File: src/rcs_pkg.sv
// Contract
// - Internal clocks come from a PLL on external reference or 1 kHz watchdog.
// - Low-power modes run from the watchdog clock instead of the reference.
// - Reference setting is in kHz; any 250 kHz multiple is supported. Code accepts 250 kHz multiples from 8000 to 40000 kHz only.
// - Listed phone oscillator frequencies are also accepted, given in kHz.
// - After clock request rises, wait 5 ms before firmware runs.
// - Start-up extension is 1 to 31 ms; zero keeps plain 5 ms.
// - Nonzero extension prolongs start-up by that time before firmware runs.
// - Radio may start 6 ms after firmware start; reference then 20 ppm.
// - External 32 kHz clock on analogue input replaces watchdog when selected.
// - Extra power saving only when external 32 kHz clock is accurate.
// - Six-bit trim code adds 125 fF per step, range 0 to 63.
// - Clock request pin low in deep sleep, high when clock needed.
package rcs_pkg;
   localparam int          ADDR_W        = 8;
   localparam logic [7:0]  ADDR_CTRL     = 8'h00;
   localparam logic [7:0]  ADDR_REF_FREQ = 8'h04;
   localparam logic [7:0]  ADDR_STARTUP  = 8'h08;
   localparam logic [7:0]  ADDR_TRIM     = 8'h0C;
   localparam logic [7:0]  ADDR_STATUS   = 8'h10;
   localparam int          CTRL_PIN_EN   = 0;
   localparam int          CTRL_SLEEP_EX = 1;
   localparam int          CTRL_LOW_PWR  = 2;
   localparam int          CTRL_CLK_REQ  = 3;
   localparam int          CTRL_EX_ACC   = 4;
   localparam int          CTRL_PSAVE    = 5;
   localparam int          CTRL_W        = 6;
   localparam logic [5:0]  CTRL_RST      = 6'h00;
   localparam logic [15:0] REF_FREQ_RST  = 16'h6590;
   localparam logic [4:0]  EXT_RST       = 5'h00;
   localparam logic [5:0]  TRIM_RST      = 6'h20;
   localparam logic [12:0] TRIM_STEP_FF  = 13'h007D;
   localparam logic [15:0] FREQ_STEP_KHZ = 16'h00FA;
   localparam logic [15:0] FREQ_MIN_KHZ  = 16'h1F40;
   localparam logic [15:0] FREQ_MAX_KHZ  = 16'h9C40;
   localparam int          CLK_PERIOD_NS = 100;
   localparam int          MS_NS         = 1000000;
   localparam int          CYC_PER_MS    = MS_NS / CLK_PERIOD_NS;
   localparam logic [4:0]  BASE_MS       = 5'h05;
   localparam logic [4:0]  ACC250_MS     = 5'h02;
   localparam logic [4:0]  RADIO_MS      = 5'h06;
   localparam int          EXT32_LOSS_NS = 100000;
   localparam int          EXT32_LOSS_CYC = EXT32_LOSS_NS / CLK_PERIOD_NS;
   typedef enum logic [1:0] {
      REF_EXTERNAL,
      REF_WATCHDOG,
      REF_SLEEP32
   } rcs_ref_t;
endpackage

File: src/rcs_ctl_if.sv
`timescale 1ns/1ps
interface rcs_ctl_if;
   logic            clk_req;
   logic [4:0]      ext_ms;
   logic            fw_run;
   logic            acc250;
   logic            radio_ok;
   logic            low_power;
   logic            sleep_sel;
   logic            ext32_lvl;
   logic            ext32_seen;
   rcs_pkg::rcs_ref_t ref_sel;
   modport seq (input clk_req, ext_ms, output fw_run, acc250, radio_ok);
   modport sel (input low_power, sleep_sel, ext32_lvl,
                output ext32_seen, ref_sel);
endinterface

File: src/rcs_clk_select.sv
`timescale 1ns/1ps
module rcs_clk_select (
   input  wire logic CLOCK,
   input  wire logic RESET,
   rcs_ctl_if.sel    ctl
);
   logic [31:0]       idle, next_idle;
   logic              last, next_seen;
   rcs_pkg::rcs_ref_t next_ref;

   // Presence is judged from edges, so a stuck pin reads as absent
   always_comb begin
      next_idle = idle + 32'h0000_0001;
      next_seen = ctl.ext32_seen;
      if (ctl.ext32_lvl && !last) begin
         next_idle = 32'h0000_0000;
         next_seen = 1'b1;
      end else if (idle >= 32'(rcs_pkg::EXT32_LOSS_CYC)) begin
         next_idle = idle;
         next_seen = 1'b0;
      end
      if (!ctl.low_power) begin
         next_ref = rcs_pkg::REF_EXTERNAL;
      end else if (ctl.sleep_sel && next_seen) begin
         next_ref = rcs_pkg::REF_SLEEP32;
      end else begin
         next_ref = rcs_pkg::REF_WATCHDOG;
      end
   end

   always_ff @(posedge CLOCK) begin
      if (RESET) begin
         idle           <= 32'h0000_0000;
         last           <= 1'b0;
         ctl.ext32_seen <= 1'b0;
         ctl.ref_sel    <= rcs_pkg::REF_EXTERNAL;
      end else begin
         idle           <= next_idle;
         last           <= ctl.ext32_lvl;
         ctl.ext32_seen <= next_seen;
         ctl.ref_sel    <= next_ref;
      end
   end

   chk_active_ref: assert property (@(posedge CLOCK) disable iff (RESET)
      !ctl.low_power |=> ctl.ref_sel == rcs_pkg::REF_EXTERNAL)
      else $error("Active mode not on external reference");
   chk_sleep_wdog: assert property (@(posedge CLOCK) disable iff (RESET)
      ctl.low_power && !ctl.sleep_sel |=>
         ctl.ref_sel == rcs_pkg::REF_WATCHDOG)
      else $error("Low power not on watchdog");
   chk_sleep_ext32: assert property (@(posedge CLOCK) disable iff (RESET)
      ctl.ref_sel == rcs_pkg::REF_SLEEP32 |-> ctl.ext32_seen
         && $past(ctl.sleep_sel) && $past(ctl.low_power))
      else $error("32 kHz source used without selection");
endmodule

File: src/rcs_ref_clock_ctrl.sv
// Register access over APB and the register offsets are this design's own decisions.
`timescale 1ns/1ps
module rcs_ref_clock_ctrl #(
   parameter int TICK_CYCLES = rcs_pkg::CYC_PER_MS
) (
   input  wire logic        CLOCK,
   input  wire logic        RESET,
   input  wire logic        PSEL,
   input  wire logic        PENABLE,
   input  wire logic        PWRITE,
   input  wire logic [7:0]  PADDR,
   input  wire logic [31:0] PWDATA,
   output logic [31:0]      PRDATA,
   output logic             PREADY,
   output logic             PSLVERR,
   input  wire logic        ANALOGUE_IO_0,
   output logic             CLOCK_REQUEST_OUT,
   output logic             CLOCK_REQUEST_OE,
   output logic             FIRMWARE_RUN,
   output logic             RADIO_ENABLE,
   output logic [1:0]       PLL_REF_SELECT,
   output logic [15:0]      REF_FREQ_KHZ,
   output logic [5:0]       CRYSTAL_TRIM_CODE,
   output logic [12:0]      TRIM_CAP_FF,
   output logic             POWER_SAVE_EN
);
   rcs_ctl_if ctl ();

   logic [5:0]  ctrl, next_ctrl;
   logic [15:0] freq, next_freq;
   logic [4:0]  ext, next_ext;
   logic [5:0]  trim, next_trim;
   logic        freq_ok, next_freq_ok;
   logic [31:0] next_prdata;
   logic        next_pready, next_pslverr;
   logic        next_pin_out, next_pin_oe, next_psave;
   logic [12:0] next_cap;
   logic        sync1, sync2;
   logic        wr;

   // 250 kHz multiples in range, or one of the phone oscillator rates
   function automatic logic freq_supported(input logic [15:0] f);
      logic in_list;
      in_list = (f == 16'h3840) || (f == 16'h3C00) || (f == 16'h3F48)
             || (f == 16'h41A0) || (f == 16'h4B00) || (f == 16'h4BF0)
             || (f == 16'h4CE0) || (f == 16'h4D58) || (f == 16'h9600);
      return in_list || ((f % rcs_pkg::FREQ_STEP_KHZ) == 16'h0000
             && f >= rcs_pkg::FREQ_MIN_KHZ
             && f <= rcs_pkg::FREQ_MAX_KHZ);
   endfunction

   function automatic logic mapped(input logic [7:0] a);
      return a == rcs_pkg::ADDR_CTRL || a == rcs_pkg::ADDR_REF_FREQ
          || a == rcs_pkg::ADDR_STARTUP || a == rcs_pkg::ADDR_TRIM
          || a == rcs_pkg::ADDR_STATUS;
   endfunction

   assign wr = PSEL && PENABLE && PREADY && PWRITE;

   // Sleep clock pin is asynchronous
   always_ff @(posedge CLOCK) begin
      if (RESET) begin
         sync1 <= 1'b0;
         sync2 <= 1'b0;
      end else begin
         sync1 <= ANALOGUE_IO_0;
         sync2 <= sync1;
      end
   end

   assign ctl.clk_req   = ctrl[rcs_pkg::CTRL_CLK_REQ];
   assign ctl.ext_ms    = ext;
   assign ctl.low_power = ctrl[rcs_pkg::CTRL_LOW_PWR];
   assign ctl.sleep_sel = ctrl[rcs_pkg::CTRL_SLEEP_EX];
   assign ctl.ext32_lvl = sync2;

   rcs_startup_seq #(
      .TICK_CYCLES (TICK_CYCLES)
   ) u_seq (
      .CLOCK (CLOCK),
      .RESET (RESET),
      .ctl   (ctl.seq)
   );

   rcs_clk_select u_sel (
      .CLOCK (CLOCK),
      .RESET (RESET),
      .ctl   (ctl.sel)
   );

   // Register file and APB answer, one wait state on every access
   always_comb begin
      next_ctrl    = ctrl;
      next_freq    = freq;
      next_ext     = ext;
      next_trim    = trim;
      next_prdata  = 32'h0000_0000;
      next_pready  = 1'b0;
      next_pslverr = 1'b0;
      if (wr) begin
         unique case (PADDR)
            rcs_pkg::ADDR_CTRL:     next_ctrl = PWDATA[5:0];
            rcs_pkg::ADDR_REF_FREQ: next_freq = PWDATA[15:0];
            rcs_pkg::ADDR_STARTUP:  next_ext  = PWDATA[4:0];
            rcs_pkg::ADDR_TRIM:     next_trim = PWDATA[5:0];
            default: ;
         endcase
      end
      if (PSEL && PENABLE && !PREADY) begin
         next_pready  = 1'b1;
         next_pslverr = !mapped(PADDR);
         unique case (PADDR)
            rcs_pkg::ADDR_CTRL:     next_prdata = {26'h000_0000, ctrl};
            rcs_pkg::ADDR_REF_FREQ: next_prdata = {16'h0000, freq};
            rcs_pkg::ADDR_STARTUP:  next_prdata = {27'h000_0000, ext};
            rcs_pkg::ADDR_TRIM:     next_prdata = {26'h000_0000, trim};
            rcs_pkg::ADDR_STATUS: begin
               next_prdata = {24'h00_0000, ctl.clk_req, ctl.ref_sel,
                              ctl.ext32_seen, freq_ok, ctl.radio_ok,
                              ctl.acc250, ctl.fw_run};
            end
            default: next_prdata = 32'h0000_0000;
         endcase
      end
   end

   // Pin and output values
   always_comb begin
      next_freq_ok = freq_supported(freq);
      next_pin_oe  = ctrl[rcs_pkg::CTRL_PIN_EN];
      next_pin_out = ctrl[rcs_pkg::CTRL_PIN_EN]
                     && ctrl[rcs_pkg::CTRL_CLK_REQ];
      next_cap     = 13'(trim) * rcs_pkg::TRIM_STEP_FF;
      // Firmware vouches for 32 kHz accuracy; the pin only proves presence
      next_psave   = ctrl[rcs_pkg::CTRL_PSAVE] && ctrl[rcs_pkg::CTRL_EX_ACC]
                     && ctrl[rcs_pkg::CTRL_SLEEP_EX]
                     && ctl.ext32_seen;
   end

   always_ff @(posedge CLOCK) begin
      if (RESET) begin
         ctrl              <= rcs_pkg::CTRL_RST;
         freq              <= rcs_pkg::REF_FREQ_RST;
         ext               <= rcs_pkg::EXT_RST;
         trim              <= rcs_pkg::TRIM_RST;
         freq_ok           <= 1'b0;
         PRDATA            <= 32'h0000_0000;
         PREADY            <= 1'b0;
         PSLVERR           <= 1'b0;
         CLOCK_REQUEST_OUT <= 1'b0;
         CLOCK_REQUEST_OE  <= 1'b0;
         TRIM_CAP_FF       <= 13'h0000;
         POWER_SAVE_EN     <= 1'b0;
      end else begin
         ctrl              <= next_ctrl;
         freq              <= next_freq;
         ext               <= next_ext;
         trim              <= next_trim;
         freq_ok           <= next_freq_ok;
         PRDATA            <= next_prdata;
         PREADY            <= next_pready;
         PSLVERR           <= next_pslverr;
         CLOCK_REQUEST_OUT <= next_pin_out;
         CLOCK_REQUEST_OE  <= next_pin_oe;
         TRIM_CAP_FF       <= next_cap;
         POWER_SAVE_EN     <= next_psave;
      end
   end

   // These come straight from flops inside the submodules or here
   assign FIRMWARE_RUN      = ctl.fw_run;
   assign RADIO_ENABLE      = ctl.radio_ok;
   assign PLL_REF_SELECT    = ctl.ref_sel;
   assign REF_FREQ_KHZ      = freq;
   assign CRYSTAL_TRIM_CODE = trim;

   chk_pin_sleep_low: assert property (@(posedge CLOCK) disable iff (RESET)
      ctrl[rcs_pkg::CTRL_PIN_EN] && !ctrl[rcs_pkg::CTRL_CLK_REQ] |=>
         CLOCK_REQUEST_OE && !CLOCK_REQUEST_OUT)
      else $error("Clock request pin not low in deep sleep");
   chk_pin_req_high: assert property (@(posedge CLOCK) disable iff (RESET)
      ctrl[rcs_pkg::CTRL_PIN_EN] && ctrl[rcs_pkg::CTRL_CLK_REQ] |=>
         CLOCK_REQUEST_OE && CLOCK_REQUEST_OUT)
      else $error("Clock request pin not high when clock needed");
   chk_trim_cap: assert property (@(posedge CLOCK) disable iff (RESET)
      !$past(RESET) |-> TRIM_CAP_FF == 13'($past(trim)) * 13'h007D)
      else $error("Trim capacitance not 125 fF per step");
   chk_psave_gate: assert property (@(posedge CLOCK) disable iff (RESET)
      POWER_SAVE_EN |-> $past(ctrl[rcs_pkg::CTRL_EX_ACC])
         && $past(ctl.ext32_seen))
      else $error("Power saving without accurate 32 kHz clock");
   chk_freq_38m4: assert property (@(posedge CLOCK) disable iff (RESET)
      freq == 16'h9600 |=> freq_ok)
      else $error("38.4 MHz setting refused");
   chk_apb_answer: assert property (@(posedge CLOCK) disable iff (RESET)
      PSEL && PENABLE && !PREADY |=> PREADY ##1 !PREADY)
      else $error("APB answer not one wait state");

   if (TICK_CYCLES < 1) begin : g_tick_check
      $error("TICK_CYCLES must be at least one");
   end
endmodule

File: src/rcs_startup_seq.sv
`timescale 1ns/1ps
module rcs_startup_seq #(
   parameter int TICK_CYCLES = rcs_pkg::CYC_PER_MS
) (
   input  wire logic CLOCK,
   input  wire logic RESET,
   rcs_ctl_if.seq    ctl
);
   typedef enum logic [1:0] {S_IDLE, S_BASE, S_EXT, S_RUN} rcs_seq_t;
   rcs_seq_t    state, next_state;
   logic [31:0] pre, next_pre;
   logic [4:0]  ms, next_ms;
   logic        tick;
   logic        next_fw, next_acc, next_radio;

   assign tick = (pre == 32'(TICK_CYCLES - 1));

   always_comb begin
      next_state = state;
      next_pre   = tick ? 32'h0000_0000 : pre + 32'h0000_0001;
      next_ms    = tick ? ms + 5'h01 : ms;
      next_fw    = 1'b0;
      next_acc   = ctl.acc250;
      next_radio = ctl.radio_ok;
      unique case (state)
         S_IDLE: begin
            next_pre = 32'h0000_0000;
            next_ms  = 5'h00;
            if (ctl.clk_req) begin
               next_state = S_BASE;
            end
         end
         S_BASE: begin
            if (tick && ms == rcs_pkg::BASE_MS - 5'h01) begin
               next_ms    = 5'h00;
               next_state = (ctl.ext_ms != 5'h00) ? S_EXT : S_RUN;
               next_fw    = (ctl.ext_ms == 5'h00);
            end
         end
         S_EXT: begin
            if (tick && ms == ctl.ext_ms - 5'h01) begin
               next_ms    = 5'h00;
               next_state = S_RUN;
               next_fw    = 1'b1;
            end
         end
         S_RUN: begin
            next_fw = 1'b1;
            if (ms == rcs_pkg::RADIO_MS) begin
               next_ms = ms;  // Saturate once radio is released
            end
            next_acc   = (next_ms >= rcs_pkg::ACC250_MS);
            next_radio = (next_ms >= rcs_pkg::RADIO_MS);
         end
      endcase
      if (!ctl.clk_req) begin
         next_state = S_IDLE;
         next_fw    = 1'b0;
         next_acc   = 1'b0;
         next_radio = 1'b0;
      end
   end

   always_ff @(posedge CLOCK) begin
      if (RESET) begin
         state        <= S_IDLE;
         pre          <= 32'h0000_0000;
         ms           <= 5'h00;
         ctl.fw_run   <= 1'b0;
         ctl.acc250   <= 1'b0;
         ctl.radio_ok <= 1'b0;
      end else begin
         state        <= next_state;
         pre          <= next_pre;
         ms           <= next_ms;
         ctl.fw_run   <= next_fw;
         ctl.acc250   <= next_acc;
         ctl.radio_ok <= next_radio;
      end
   end

   // Cycles since request rose, only for checks
   logic [31:0] held;
   always_ff @(posedge CLOCK) begin
      if (RESET || !ctl.clk_req) begin
         held <= 32'h0000_0000;
      end else if (held != 32'hFFFF_FFFF) begin
         held <= held + 32'h0000_0001;
      end
   end

   chk_fw_full_delay: assert property (@(posedge CLOCK) disable iff (RESET)
      $rose(ctl.fw_run) |-> held >= 32'(TICK_CYCLES) *
         ((ctl.ext_ms == 5'h00) ? 32'(rcs_pkg::BASE_MS)
          : 32'(rcs_pkg::BASE_MS) + 32'(ctl.ext_ms)))
      else $error("Firmware released before start-up delay");
   chk_fw_drops: assert property (@(posedge CLOCK) disable iff (RESET)
      !ctl.clk_req |=> !ctl.fw_run)
      else $error("Firmware still running without clock request");
   chk_radio_order: assert property (@(posedge CLOCK) disable iff (RESET)
      ctl.radio_ok |-> ctl.acc250 && ctl.fw_run)
      else $error("Radio released out of order");
   chk_acc_after_fw: assert property (@(posedge CLOCK) disable iff (RESET)
      $rose(ctl.fw_run) |-> !ctl.acc250 [*2])
      else $error("Accuracy milestone too early");

   if (TICK_CYCLES < 1) begin : g_tick_check
      $error("TICK_CYCLES must be at least one");
   end
endmodule

File: config.mk
export PLATFORM = sky130hd
export DESIGN_NAME = rcs_ref_clock_ctrl
export DESIGN_NICKNAME = d
export VERILOG_FILES = /design/src/rcs_pkg.sv /design/src/rcs_ctl_if.sv /design/src/rcs_clk_select.sv /design/src/rcs_ref_clock_ctrl.sv /design/src/rcs_startup_seq.sv
export SDC_FILE = /design/constraint.sdc
export NUM_CORES = 1
export LEC_CHECK = 0
export BUFFER_PORTS_ARGS = -buffer_cell sky130_fd_sc_hd__buf_4
export CAP_MARGIN = 20
export CORE_MARGIN = 2
export CORE_UTILIZATION = 53
export DETAILED_ROUTE_END_ITERATION = 10
export GPL_ROUTABILITY_DRIVEN = 0
export PLACE_DENSITY = 0.89
export SLEW_MARGIN = 20
export SYNTH_ARGS = -nofsm -noshare
export SYNTH_HDL_FRONTEND = slang
export SYNTH_SLANG_ARGS = --single-unit
export TNS_END_PERCENT = 100
File: constraint.sdc
create_clock -name CLOCK -period 6.28 [get_ports CLOCK]
set_input_delay 1.256 -clock CLOCK [delete_from_list [all_inputs] [get_ports CLOCK]]
set_output_delay 1.256 -clock CLOCK [all_outputs]
set_load 0.01 [all_outputs]
---- After elaboration in Yosys (flattened, before gate mapping) ----
Index checks and enable logic that the tools add are counted.
cells by class
  $add $sub $neg .......................... 4
  $mul .................................... 1
  divide/modulo/power cells ............... 1
  order comparisons ....................... 5
  equality and inequality tests ........... 22
  muxes and demuxes ....................... 18
  bitwise logic cells ..................... 3
  reductions and logical operators ........ 46
operator list
  cell                                                     count
  == test 16 x 15 -> 1 bit (second input constant)         5
  one-hot mux 16 bit (5 select lines)                      1
  adder 32 x 1 -> 32 bit (second input constant)           2
  == test 16 x 14 -> 1 bit (second input constant)         3
  == test 32 x 14 -> 1 bit (second input constant)         1
  >= comparator 32 x 10 -> 1 bit (second input constant)   1
  two-way mux 5 bit                                        5
  one-hot mux 5 bit (4 select lines)                       1
  == test 16 bit (second input constant)                   1
  == test 8 x 4 -> 1 bit (second input constant)           2
  >= comparator 16 x 13 -> 1 bit (second input constant)   1
  less-or-equal comparator 16 bit (second input constant)  1
  logical NOT 16 bit                                       1
  remainder unit 16 x 8 -> 16 bit (second input constant)  1
  logical AND 1 bit                                        14
  logical OR 1 bit                                         13
  multiplier 6 x 7 -> 13 bit (second input constant)       1
  == test 5 x 3 -> 1 bit (second input constant)           2
  == test 8 x 3 -> 1 bit (second input constant)           1
  == test 8 x 5 -> 1 bit (second input constant)           1
  logical NOT 8 bit                                        1
  AND reduction 2 bit                                      4
  OR reduction 2 bit                                       4
  two-way mux 1 bit                                        6
  19 further kinds                                         27
storage, ports and cells
  bits in registers ....................... 164
  input port bits ......................... 46
  output and inout port bits .............. 76
  word-level logic and storage cells ...... 124

---- Logic depth before layout (Yosys ltp) ----
  depth after elaboration ................. 10
  mapped depth ............................ 25
  depth with buffers taken out ............ 21

---- Hierarchy ----
From an unflattened synthesis, not the netlist that was laid out.
unflattened totals
  cells, all modules ...................... 1115
  area, all modules ....................... 9439.1 µm²
by module, submodules not included
  module              times used  cells an instance  area an instance (µm²)  seq. area each (µm²)
  rcs_ref_clock_ctrl  1           714                5672.9                  1401.3
  rcs_startup_seq     1           271                2422.3                  840.8
  rcs_clk_select      1           130                1343.8                  720.7

---- Worst setup path before layout ----
No wires, ideal clock.
  path kind ............................... reg-to-reg
  from .................................... register freq[14], in the netlist REF_FREQ_KHZ[14]
  to ...................................... register freq_ok
  setup time .............................. 0.122 ns
  arrival time ............................ 5.907 ns
  required time ........................... 6.158 ns
  setup slack ............................. 0.250 ns
  cell stages (with the launch flop) ...... 24
  buffers on the path ..................... 2
  clock period less this slack ............ 6.030 ns
  cells stage by stage .................... dfxtp_1 buf_4 and4_1 buf_4 o21ai_1 or4_4 a21oi_2 mux2i_1 o22ai_2 or2_1 a31o_1 a211o_1 xor2_1 nand3_1 o32a_2 a31o_4 mux2i_4 xor2_2 o311a_1 a221o_1 and3_1 o211a_1 o22ai_1 o31ai_2
on the way
  longest elaborated chain between the ends .. 10
  elaborated cells on any way between the ends .. 24
  those cells by class .................... 1 x div; 2 x order compare; 9 x eq/ne; 12 x reduce/logical
RTL lines
  element                                                                  line                       source
  start: declaration                                                       rcs_ref_clock_ctrl.sv:30   logic [15:0] freq, next_freq;
  start signal: assignment                                                 rcs_ref_clock_ctrl.sv:143  freq <= rcs_pkg::REF_FREQ_RST;
  start signal: assignment                                                 rcs_ref_clock_ctrl.sv:156  freq <= next_freq;
  branches (longest 9 deep; another with remainder unit 16 x 8 -> 16 bit)  n/a
  logical OR 1 bit (*)                                                     rcs_ref_clock_ctrl.sv:47   return in_list || ((f % rcs_pkg::FREQ_STEP_KHZ) == 16'h0000
  end signal: assignment                                                   rcs_ref_clock_ctrl.sv:159  freq_ok <= next_freq_ok;
  end: declaration                                                         rcs_ref_clock_ctrl.sv:33   logic freq_ok, next_freq_ok;
Every way passes the cells marked *.
A chain may end at the register's enable or synchronous reset.

---- Worst setup path after layout ----
  from .................................... register freq[8], in the netlist REF_FREQ_KHZ[8]
  to ...................................... register freq_ok
The elaborated chain is that of the path after synthesis.

==> metrics.csv <==
metric,value,unit
status,finished clean,
viasPerCell,6.105,
synth_edf_count,0,
ff2ff_setup_slack,240,ps
synth_common_cells,"dfxtp_1, nor2_1, nand2_1, a21oi_1, inv_1",
hold_violations,0,
maxSlewHeadroom,31.30,%
synth-seq-area-share,31.09,%
netlist_top_cells_area,"dfxtp_1, nor2_1, ha_1",
drt-total-wl,25600,um
synth_mux_area_share,4.136,%
grt.overflow.total,0,
netlist_area,0.009529,mm^2
tritoncts,done,
dp_slack,77.61,ps
synth_seq_cells,148,
ant_nets,0,
drc,0,
nNetsFinal,1370,
multi_input_area,0.006235,mm^2
syn2layout_area_growth,20.47,%
grt_max_degree,65,
first_global_vias,8666,
nFillCells,1383,
period_minus_slack,6037,ps
path_clk_slew,60,ps
wl_per_cell,16.90,um
min_to,u_seq.pre[0],
required,6590,ps
placed_cell_area,0.01063,mm^2
endpoint_kind,flop,
clock_path_buffers,2,
synth_compound_area_share,20.05,%
synth_xor_area_share,5.948,%
hold_path_depth,1,
die_w,138.1,um
leakage,0.004634,uW
worstReg2RegEnd,freq_ok,
die_height,138.1,um
report.final.slew_viol_count,0,
setup_viol,0,
fin_crit_sh,96.13,%
start_kind,flop,
synth_top_family_by_area,simple AND/OR/NAND/NOR gates,
final.setup.worst_slack,243.2,ps
avgSynthCellArea,8.208,um^2
start_util,53.60,%
drtIter0Drc,1014,
cts_hold_buf,0,
ff2ff_path_depth,21,
crit_arrival,6350,ps
dp_hpwl,18160,um
yosys.area.top_type,dfxtp_1,
grt_usage,26.00,%
drive_above_1_share,19.91,%
diodes,0,
route.vias.total,9249,
cts_buffers,17,
crit_type,reg2reg,
crit_fanout,15,
grt_pass1_wl,41780,um
grt_antenna_before_repair,0,
final_util,64.57,%
hp-class,reg2reg,
htree_levels,4,
yosys.area_share.simple,25.17,%
core,0.01778,mm^2
rows,49,
root_buffer,clkbuf_16,
min_from,u_seq.pre[0],
seq_area,0.002974,mm^2
clock_sinks,148,
port_buffers,89,
worst_slew_pin_slew,1030,ps
ys.warnings.count,0,
io_pins,122,
power.density,187.4,mW/mm^2
final_cell_area,0.01148,mm^2
synth_fa_ha_area_share,7.813,%
maxCapViolCount,0,
timing.rr.start,REF_FREQ_KHZ[8],
peakVddDrop,292.9,uV
synth_top_area_share,31.09,%
ys.flop_type,dfxtp_1,
synthArstFlopShare,0,%
synth_most_common_cell,dfxtp_1,
dieArea,0.01907,mm^2
clock_latency,420,ps
finClkSkew,8.615,ps
cp-startpoint,REF_FREQ_KHZ[8],
synth_cell_types,103,
timing.fmax,0.1657,GHz
dr.pass1.iters,6,
synthCells,1161,
where the power goes:
group / switching, uW / leakage, uW / internal, uW
Combinational: 34.2 / 0.00312 / 22.6
Sequential: 3.42 / 0.00120 / 944
Clock: 394 / 0.000322 / 753
logic make-up (layout without fill, tap and decap cells):
logic type                 count (synthesis)  in the layout
adders and majority gates                 52             52
DFF                                      148            148
other                                      1             16
buffers and inverters                    120            230
xor gates and xnor gates                  63             63
AOI/OAI and AO/OA                        262            262
muxes                                     36             36
and+or+nand+nor                          479            479
cell type report:
class,instances,area share (%)
multi-input cells,908,54.31
well taps,229,2.496
inverters,48,1.569
clock inverters,13,2.016
flip-flops and latches,148,25.91
clock buffers,18,3.826
repair buffers,151,9.875
state kept, by name (all words and copies together) (netlist names), 2 cells and up:
name,cells
u_seq.pre,32
ctrl,6
REF_FREQ_KHZ,16
CRYSTAL_TRIM_CODE,6
ctl.ext_ms,5
u_seq.state,2
PRDATA,16
u_sel.ctl.ref_sel,2
TRIM_CAP_FF,13
u_seq.ms,5
u_sel.idle,32
how the worst max path moves through the flow:
stage                    to  slack [ps]  cells after the start
CTS                 freq_ok          10                     22
floorplan           freq_ok         250                     23
global placement    freq_ok         170                     22
global route        freq_ok         -80                     22
detailed placement  freq_ok          80                     22
finish              freq_ok         240                     21
worst max-delay path, stage by stage (launching register included):
cell      delay, ps
dfxtp_2         520
or2_1           180
o21ai_1         110
or4_4           610
a211o_2         400
a221oi_4        360
o311a_1         210
o31ai_1         100
a31o_1          290
a211o_4         400
xor2_2          150
nand3_1         120
o32a_2          440
a31o_4          280
mux2i_4         200
xor2_2          180
o311a_1         390
a221o_1         290
and3_1          200
o211a_1         210
o22ai_1         180
o31ai_2          90
timing repair:
item	4_1_cts	5_1_grt
gates resized for setup	0	36
endpoints found under the setup margin	0	1
endpoints found under the hold margin	0	0
setup buffers	0	2
metrics by stage:
stage / hold WS (ps) / instances / power (uW) / setup TNS (ps)
after global routing: 482.4 / 1515 / 2213 / -82.63
after global placement: 429.6 / 1482 / 1023 / 0
after CTS: 449.4 / 1513 / 2161 / 0
after floorplan: 413.8 / 1176 / 1004 / 0
after detailed placement: 435.7 / 1482 / 1024 / 0
final: 444.7 / 1515 / 2152 / 0
placed cells by master, fill, tap and decap left out, drive strengths merged, types with 6 or more instances in the layout:
master | netlist | routed
a211o | 9 | 9
a211oi | 6 | 6
a21o | 13 | 13
a21oi | 59 | 59
a22oi | 9 | 9
a311oi | 6 | 6
a31oi | 17 | 17
and2 | 33 | 33
and3 | 18 | 18
buf | 38 | 151
bufinv | 0 | 6
clkbuf | 34 | 18
clkinv | 1 | 6
conb | 1 | 16
dfxtp | 148 | 148
fa | 13 | 13
ha | 37 | 37
inv | 47 | 47
mux2i | 31 | 31
nand2 | 103 | 103
nand3 | 42 | 42
nand4 | 22 | 22
nor2 | 131 | 131
nor2b | 18 | 18
nor3 | 32 | 32
nor4 | 24 | 24
o211ai | 12 | 12
o21ai | 44 | 44
o22ai | 10 | 10
o31ai | 11 | 11
or2 | 12 | 12
or3 | 17 | 17
xnor2 | 33 | 33
xor2 | 30 | 30
per-layer routing:
layer	track usage, %	part of all wire [%]
met5	0	0
met4	11.22	3.7
met3	5.092	7.0
met2	42.37	47
met1	33.75	42
Power figures use the tool's default switching activity.
